File: config.mk
export PLATFORM = sky130hd
export DESIGN_NAME = fault_flag_register
export DESIGN_NICKNAME = d
export VERILOG_FILES = /design/src/fault_flag_pkg.sv /design/src/frame_length_check.sv /design/src/fault_flag_register.sv
export SDC_FILE = /design/constraint.sdc
export NUM_CORES = 1
export LEC_CHECK = 0
export BUFFER_PORTS_ARGS = -buffer_cell sky130_fd_sc_hd__buf_2
export CAP_MARGIN = 20
export CORE_MARGIN = 2
export CORE_UTILIZATION = 37
export CTS_BUF_LIST = sky130_fd_sc_hd__clkbuf_8
export DETAILED_ROUTE_END_ITERATION = 10
export PLACE_DENSITY = 0.85
export SLEW_MARGIN = 25
export SYNTH_ARGS = -nofsm -noshare
export SYNTH_HDL_FRONTEND = slang
export SYNTH_SLANG_ARGS = --single-unit
File: constraint.sdc
create_clock -name ref_clk -period 2.65 [get_ports ref_clk]
set_clock_uncertainty 0.2 [all_clocks]
set_input_delay 0.3975 -clock ref_clk [delete_from_list [all_inputs] [get_ports ref_clk]]
set_output_delay 0.3975 -clock ref_clk [all_outputs]
set_load 0.05 [all_outputs]
File: src/fault_flag_pkg.sv
// Constants and types for the fault flag register slice (bits 10..4).
// Assumes the register decode, enable register and detectors other than the frame length check live outside.
package fault_flag_pkg;

  // ----------------------------------------------------------------
  // Register map
  // ----------------------------------------------------------------
  localparam logic [7:0] FAULT_FLAGS_OFFSET = 8'h06;
  localparam logic [7:0] FAULT_EN_OFFSET = 8'h07;
  localparam int REG_WIDTH = 16;
  localparam logic [15:0] FAULT_FLAGS_RESET = 16'h0000;

  // ----------------------------------------------------------------
  // Field positions, shared by the flag and enable registers
  // ----------------------------------------------------------------
  localparam int NEG_INPUT_RANGE_BIT = 10;
  localparam int REF_RANGE_BIT = 9;
  localparam int REF_DETECT_BIT = 8;
  localparam int CONV_FAULT_BIT = 7;
  localparam int IGNORED_ACCESS_BIT = 6;
  localparam int FRAME_LENGTH_BIT = 5;
  localparam int READ_ADDR_BIT = 4;
  localparam int LOW_BIT = 4;
  localparam int HIGH_BIT = 10;

  // ----------------------------------------------------------------
  // Serial frame checking
  // ----------------------------------------------------------------
  localparam int BITS_PER_BYTE = 8;
  localparam int BIT_CNT_W = 3;
  localparam logic [2:0] BIT_CNT_ZERO = 3'h0;

  // Raw detector events, one-cycle pulses or levels
  typedef struct packed {
    logic neg_input_range;
    logic ref_range;
    logic ref_detect;
    logic clamp_pos;
    logic clamp_neg;
    logic cal_range;
    logic mod_sat;
    logic ignored_access;
    logic read_invalid_addr;
  } fault_events_t;

  // Register write port
  typedef struct packed {
    logic wr_en;
    logic [15:0] wr_data;
  } reg_write_t;

  typedef enum logic {FRAME_IDLE, FRAME_ACTIVE} frame_state_t;

endpackage : fault_flag_pkg

File: src/frame_length_check.sv
// Serial frame length checker: counts clock pulses within a chip-select
// frame. Assumes cs_n and sclk_rise are already synchronous to ref_clk.
`timescale 1ns/10ps
module frame_length_check
  import fault_flag_pkg::*;
(
  // Clock and reset
  input wire logic ref_clk,
  input wire logic rst_n,
  // Serial frame
  input wire logic cs_n,
  input wire logic sclk_rise,
  // Result
  output logic frame_err_r
);

  frame_state_t state_r, state_nxt;
  logic [BIT_CNT_W-1:0] cnt_r, cnt_nxt;
  logic frame_err_nxt;

  // ----------------------------------------------------------------
  // Frame tracking
  // ----------------------------------------------------------------
  always_comb
  begin
    state_nxt = state_r;
    cnt_nxt = cnt_r;
    frame_err_nxt = 1'b0;
    case (state_r)
      FRAME_IDLE:
      begin
        cnt_nxt = BIT_CNT_ZERO;
        if (!cs_n)
        begin
          state_nxt = FRAME_ACTIVE;
          cnt_nxt = sclk_rise ? 3'h1 : BIT_CNT_ZERO;
        end
      end
      FRAME_ACTIVE:
      begin
        if (cs_n)
        begin
          // Count wraps at eight, so any leftover means a partial byte
          frame_err_nxt = (cnt_r != BIT_CNT_ZERO); // [RQ6]
          state_nxt = FRAME_IDLE;
          cnt_nxt = BIT_CNT_ZERO;
        end
        else if (sclk_rise)
        begin
          cnt_nxt = cnt_r + 3'h1;
        end
      end
      default:
      begin
        state_nxt = FRAME_IDLE;
        cnt_nxt = BIT_CNT_ZERO;
      end
    endcase
  end

  always_ff @(posedge ref_clk or negedge rst_n)
  begin
    if (!rst_n)
    begin
      state_r <= FRAME_IDLE;
      cnt_r <= BIT_CNT_ZERO;
      frame_err_r <= 1'b0;
    end
    else
    begin
      state_r <= state_nxt;
      cnt_r <= cnt_nxt;
      frame_err_r <= frame_err_nxt;
    end
  end

  // ----------------------------------------------------------------
  // Checks
  // ----------------------------------------------------------------
  property p_frame_err_cause;
    @(posedge ref_clk) disable iff (!rst_n)
    frame_err_r |-> $past(cs_n) && $past(state_r == FRAME_ACTIVE)
      && $past(cnt_r != BIT_CNT_ZERO);
  endproperty
  a_frame_err_cause: assert property (p_frame_err_cause) // [RQ6]
    else $error("frame error without a partial byte");

  property p_full_byte_no_err;
    @(posedge ref_clk) disable iff (!rst_n)
    (state_r == FRAME_ACTIVE && cs_n && cnt_r == BIT_CNT_ZERO)
      |=> !frame_err_r;
  endproperty
  a_full_byte_no_err: assert property (p_full_byte_no_err) // [RQ6]
    else $error("frame error on whole bytes");

  c_frame_err: cover property (@(posedge ref_clk) disable iff (!rst_n)
    frame_err_r);

endmodule : frame_length_check

File: src/fault_flag_register.sv
// Fault flag register slice: sticky write-one-to-clear flags 10..4.
// Assumes register decode, enable register and detectors other than the frame length check are outside;
// all inputs are synchronous to ref_clk.
//
// Contract
// [RQ1] Bit 10 sets on negative input range fault
// [RQ2] Bit 9 sets on reference range fault
// [RQ3] Bit 8 sets on missing external reference
// [RQ4] Bit 7 sets on clamp, calibration, saturation
// [RQ5] Bit 6 sets on access while ignored
// [RQ6] Bit 5 sets on non-byte frame length
// [RQ7] Bit 4 sets on invalid address read
// [RQ8] Flags act only when enabled
// [RQ9] Writing one clears, zero leaves unchanged
// [RQ10] Flags stay set until cleared or reset
`timescale 1ns/10ps
module fault_flag_register
  import fault_flag_pkg::*;
(
  // Clock and reset
  input wire logic ref_clk,
  input wire logic rst_n,
  // Register access
  input wire reg_write_t reg_wr,
  input wire logic [REG_WIDTH-1:0] fault_en,
  output logic [REG_WIDTH-1:0] fault_flags_r,
  // Detector events
  input wire fault_events_t events,
  // Serial frame
  input wire logic cs_n,
  input wire logic sclk_rise
);

  logic [REG_WIDTH-1:0] fault_flags_nxt;
  logic [REG_WIDTH-1:0] cause;
  logic [REG_WIDTH-1:0] set_vec;
  logic [REG_WIDTH-1:0] clr_vec;
  logic frame_err_r;

  // ----------------------------------------------------------------
  // Frame length checking
  // ----------------------------------------------------------------
  frame_length_check u_frame_check (
    .ref_clk(ref_clk),
    .rst_n(rst_n),
    .cs_n(cs_n),
    .sclk_rise(sclk_rise),
    .frame_err_r(frame_err_r)
  );

  // ----------------------------------------------------------------
  // Causes
  // ----------------------------------------------------------------
  always_comb
  begin
    cause = '0;
    cause[NEG_INPUT_RANGE_BIT] = events.neg_input_range; // [RQ1]
    cause[REF_RANGE_BIT] = events.ref_range; // [RQ2]
    cause[REF_DETECT_BIT] = events.ref_detect; // [RQ3]
    cause[CONV_FAULT_BIT] = events.clamp_pos | events.clamp_neg
      | events.cal_range | events.mod_sat; // [RQ4]
    cause[IGNORED_ACCESS_BIT] = events.ignored_access; // [RQ5]
    cause[FRAME_LENGTH_BIT] = frame_err_r; // [RQ6]
    cause[READ_ADDR_BIT] = events.read_invalid_addr; // [RQ7]
  end

  // ----------------------------------------------------------------
  // Flag bits
  // ----------------------------------------------------------------
  // Bits outside 10..4 belong to other slices and read as zero here
  genvar gi;
  generate
    for (gi = 0; gi < REG_WIDTH; gi++)
    begin : g_flag
      if (gi >= LOW_BIT && gi <= HIGH_BIT)
      begin : g_live
        assign set_vec[gi] = cause[gi] & fault_en[gi]; // [RQ8]
        assign clr_vec[gi] = reg_wr.wr_en & reg_wr.wr_data[gi]; // [RQ9]
        // Set beats clear so a fault in the clearing cycle is kept
        assign fault_flags_nxt[gi] = set_vec[gi]
          | (fault_flags_r[gi] & ~clr_vec[gi]); // [RQ10]
      end
      else
      begin : g_none
        assign set_vec[gi] = 1'b0;
        assign clr_vec[gi] = 1'b0;
        assign fault_flags_nxt[gi] = 1'b0;
      end
    end
  endgenerate

  always_ff @(posedge ref_clk or negedge rst_n)
  begin
    if (!rst_n)
    begin
      fault_flags_r <= FAULT_FLAGS_RESET;
    end
    else
    begin
      fault_flags_r <= fault_flags_nxt;
    end
  end

  // ----------------------------------------------------------------
  // Checks
  // ----------------------------------------------------------------
  property p_neg_input_set;
    @(posedge ref_clk) disable iff (!rst_n)
    events.neg_input_range && fault_en[NEG_INPUT_RANGE_BIT]
      |=> fault_flags_r[NEG_INPUT_RANGE_BIT];
  endproperty
  a_neg_input_set: assert property (p_neg_input_set) // [RQ1]
    else $error("bit 10 not set on input range fault");

  property p_ref_range_set;
    @(posedge ref_clk) disable iff (!rst_n)
    events.ref_range && fault_en[REF_RANGE_BIT]
      |=> fault_flags_r[REF_RANGE_BIT];
  endproperty
  a_ref_range_set: assert property (p_ref_range_set) // [RQ2]
    else $error("bit 9 not set on reference range fault");

  property p_ref_detect_set;
    @(posedge ref_clk) disable iff (!rst_n)
    events.ref_detect && fault_en[REF_DETECT_BIT]
      |=> fault_flags_r[REF_DETECT_BIT];
  endproperty
  a_ref_detect_set: assert property (p_ref_detect_set) // [RQ3]
    else $error("bit 8 not set on missing reference");

  property p_conv_set;
    @(posedge ref_clk) disable iff (!rst_n)
    (events.clamp_pos || events.clamp_neg || events.cal_range
      || events.mod_sat) && fault_en[CONV_FAULT_BIT]
      |=> fault_flags_r[CONV_FAULT_BIT];
  endproperty
  a_conv_set: assert property (p_conv_set) // [RQ4]
    else $error("bit 7 not set on conversion fault");

  property p_ignored_set;
    @(posedge ref_clk) disable iff (!rst_n)
    events.ignored_access && fault_en[IGNORED_ACCESS_BIT]
      |=> fault_flags_r[IGNORED_ACCESS_BIT];
  endproperty
  a_ignored_set: assert property (p_ignored_set) // [RQ5]
    else $error("bit 6 not set on ignored access");

  property p_frame_set;
    @(posedge ref_clk) disable iff (!rst_n)
    frame_err_r && fault_en[FRAME_LENGTH_BIT]
      |=> fault_flags_r[FRAME_LENGTH_BIT];
  endproperty
  a_frame_set: assert property (p_frame_set) // [RQ6]
    else $error("bit 5 not set on frame length fault");

  // Bit 5 may only rise after the checker has flagged a partial byte
  property p_frame_no_spurious;
    @(posedge ref_clk) disable iff (!rst_n)
    !fault_flags_r[FRAME_LENGTH_BIT] && !frame_err_r
      |=> !fault_flags_r[FRAME_LENGTH_BIT];
  endproperty
  a_frame_no_spurious: assert property (p_frame_no_spurious) // [RQ6]
    else $error("bit 5 set without a frame fault");

  property p_read_addr_set;
    @(posedge ref_clk) disable iff (!rst_n)
    events.read_invalid_addr && fault_en[READ_ADDR_BIT]
      |=> fault_flags_r[READ_ADDR_BIT];
  endproperty
  a_read_addr_set: assert property (p_read_addr_set) // [RQ7]
    else $error("bit 4 not set on invalid read");

  property p_disabled_no_rise;
    @(posedge ref_clk) disable iff (!rst_n)
    (fault_en[HIGH_BIT:LOW_BIT] == '0) |=>
      (fault_flags_r[HIGH_BIT:LOW_BIT]
        & ~$past(fault_flags_r[HIGH_BIT:LOW_BIT])) == '0;
  endproperty
  a_disabled_no_rise: assert property (p_disabled_no_rise) // [RQ8]
    else $error("flag rose while disabled");

  property p_w1c;
    @(posedge ref_clk) disable iff (!rst_n)
    reg_wr.wr_en && reg_wr.wr_data[REF_RANGE_BIT]
      && !(events.ref_range && fault_en[REF_RANGE_BIT])
      |=> !fault_flags_r[REF_RANGE_BIT];
  endproperty
  a_w1c: assert property (p_w1c) // [RQ9]
    else $error("write of one did not clear bit 9");

  property p_neg_input_clear;
    @(posedge ref_clk) disable iff (!rst_n)
    reg_wr.wr_en && reg_wr.wr_data[NEG_INPUT_RANGE_BIT]
      && !events.neg_input_range |=> !fault_flags_r[NEG_INPUT_RANGE_BIT];
  endproperty
  a_neg_input_clear: assert property (p_neg_input_clear) // [RQ9]
    else $error("write of one did not clear bit 10");

  property p_sticky;
    @(posedge ref_clk) disable iff (!rst_n)
    fault_flags_r[CONV_FAULT_BIT]
      && !(reg_wr.wr_en && reg_wr.wr_data[CONV_FAULT_BIT])
      |=> fault_flags_r[CONV_FAULT_BIT] [*1];
  endproperty
  a_sticky: assert property (p_sticky) // [RQ10]
    else $error("bit 7 dropped without a clear");

  property p_outside_zero;
    @(posedge ref_clk) disable iff (!rst_n)
    1'b1 |-> fault_flags_r[REG_WIDTH-1:HIGH_BIT+1] == '0
      && fault_flags_r[LOW_BIT-1:0] == '0;
  endproperty
  a_outside_zero: assert property (p_outside_zero)
    else $error("bit outside slice set");

  c_conv_flag: cover property (@(posedge ref_clk) disable iff (!rst_n)
    $rose(fault_flags_r[CONV_FAULT_BIT]));
  c_clear: cover property (@(posedge ref_clk) disable iff (!rst_n)
    $fell(fault_flags_r[NEG_INPUT_RANGE_BIT]));
  c_set_on_clear: cover property (@(posedge ref_clk) disable iff (!rst_n)
    reg_wr.wr_en && reg_wr.wr_data[READ_ADDR_BIT]
      && events.read_invalid_addr && fault_en[READ_ADDR_BIT]);

endmodule : fault_flag_register

==> metrics.cfg <==
[global_routing]
grt_usage = 0.1298
grt_pass1_vias = 496
grt_pass1_wl_mm = 1.828
antenna_found_initial = 0
grt_overflow = 0
grt_max_degree = 13

[yosys]
synth_common_cells = dfrtp_1 (12), buf_4 (9), nand2_1 (8), a22o_1 (7), inv_1 (4)
yosysTopAreaCell = dfrtp_1
synth.distinct_cells = 14
synth_top_area_share = 0.5172
synth_cells = 54
synth-async-reset-ratio = 1.000
ys_seq_area_frac = 0.5172
ys_warn_count = 0
ys_ff_latch = 12
ys_top_cells_by_area = dfrtp_1 (52%), buf_4 (12%), a22o_1 (11%)
synth-edff-count = 0
synth_area_um2 = 580.6
synth.most_common_cell = dfrtp_1
syn_area_per_cell_um2 = 10.75
synth_ff_type = dfrtp_1

[floorplanning]
ios = 62
core_um2 = 1489
num_rows = 14
initial_utilization = 0.3899
dieArea_um2 = 1902
die_x_um = 43.61
die_h_um = 43.61

[sta]
setup_viol = 0
final_max_slew_viol_count = 0
fmax_mhz = 695.1
finalHoldViolCount = 0
period_needed_ns = 1.439
grt_setup_unrepaired = false
fin_crit_sh = 0.5429
setup-tns-final_ns = 0

[pwr]
power_density_nw_per_um2 = 654.3
switchingPower_uw = 158.5
p_int_uw = 363.8
ir_drop_v = 0.0004254
combPwrFrac = 0.244
leakage_uw = 0.0004394
clockPowerShare = 0.364
pwr-share-seq = 0.393
power_switching_share = 0.3035

[place]
dp_cells = 103
io_buffers = 34
routabilityCongestion = 0.6585
hpwl_um = 919.4

[route]
wirelength_mm = 1.108
wl_per_cell_um = 10.26
via_per_inst = 4.676
vias = 505
first_pass_iters = 3
remaining_drc_errors = 0
antenna_left = 0
initialDrtViolationCount = 3

[flow_run]
cap_viol_max_count = 0

[clock_tree]
cts_made_buffers = 3
cts_tree = done
cts_setup_buffers = 0
root_buffer = clkbuf_8
clock_sinks = 12
clk_latency_ns = 0.23
clk_pin_slew_worst_paths_ns = 0.05
clock_path_buffers = 2
htreeDepth = 1

[worst_setup_path]
cp.arrival_ns = 0.84
path_cells = buf_2
critPathBufInv = 1
start_kind = register
cp_slowest_stage_delay_ns = 0.34
crit_family = flip-flops
critPathKind = reg -> out
cp_slowest_cell = dfrtp_1
critPathMaxFanout = 2
worstPathRequired_ns = 2.05
cp-end-kind = output pin

[final_layout]
fin_cells = 108
syn2layout_area_growth_pct = 37.50
nNetsFinal = 141
antenna_cells = 0
drive_above_1_share = 0.4348

[status]
status = complete, no violations

[hold_path]
hold_path_class = in -> reg

==> power groups by stage <==
stage                     sequential (uW)  combinational, uW  clock (uW)
after CTS                             205                129         198
final                                 205                127         190
after global placement                208                124           0
after detailed placement              208                127           0
after floorplan                       248               56.4           0
after global routing                  207                135         210
==> cells by family after synthesis <==
group                      share of synthesized area
AOI/OAI and AO/OA                             0.1659
adders and majority gates                    0.04310
buffers and inverters                         0.1422
DFF                                           0.5172
muxes                                        0.01724
other                                       0.006459
and+or+nand+nor                               0.1078
==> layer usage <==
| metal | part of all wire | up-vias | GRT usage |
|---|---|---|---|
| li1 | - | 241 | - |
| met1 | 0.38 | 227 | 0.1303 |
| met4 | 0.011 | 0 | 0.07273 |
| met5 | 0 | - | 0 |
| met3 | 0.12 | 2 | 0.03333 |
| met2 | 0.48 | 35 | 0.2382 |
==> metrics by stage <==
step / hold WS [ns] / area [um^2] / setup slack (ns) / util / total power, uW
floorplan: -0.09809 / 610.6 / 1.203 / - / 304.5
global placement: 0.08314 / 733.2 / 1.107 / 0.4924 / 332.1
detailed placement: 0.08909 / 733.2 / 1.089 / 0.4924 / 335.1
CTS: 0.1401 / 798.3 / 1.199 / 0.5361 / 531.9
global route: 0.1582 / 798.3 / 1.161 / 0.5361 / 551.9
finish: 0.1516 / 798.3 / 1.211 / 0.5361 / 522.3
==> registers in the layout (all words and copies together), names as in the netlist <==
register and cells:
fault_flags_r 7, u_frame_check.cnt_r 3, u_frame_check.frame_err_r 1, u_frame_check.state_r 1
==> what timing repair did <==
item                                   4_1_cts  5_1_grt
hold buffers                                 1        0
endpoints found under the hold margin       12        0
gates resized for setup                      0        0
==> cell usage in the layout (no fill, tap or decap) <==
cell / count
conb_1: 9
clkbuf_8: 4
a21oi_1: 3
ha_1: 2
or4_1: 1
nand2_1: 8
dfrtp_1: 12
buf_2: 34
inv_1: 4
a22o_1: 7
mux2i_1: 1
nand3b_1: 2
a21bo_2: 2
nand2b_1: 1
nor2_1: 1
dlygate4sd3_1: 1
==> layout make-up <==
cell class,count,area [um^2]
tap,16,20.02
inverter,4,15.01
clock buffer,4,55.05
sequential,12,300.3
fill,142,690.7
multi-input combinational,37,227.7
timing repair buffer,35,180.2
==> path summary, 6_finish.rpt <==
check / end / startpoint / cells past startpoint / slack [ns]
max: fault_flags_r[6] / fault_flags_r[6] / 1 / 1.21
min: u_frame_check.state_r / cs_n / 2 / 0.15
max reg2reg: u_frame_check.cnt_r[1] / u_frame_check.cnt_r[0] / 4 / 1.41
min reg2reg: fault_flags_r[5] / u_frame_check.frame_err_r / 1 / 0.29
max in group asynchronous: fault_flags_r[8] / rst_n / 2 / 1.68
min in group asynchronous: u_frame_check.cnt_r[1] / rst_n / 2 / 0.37
(Power assumes the default switching activity.)
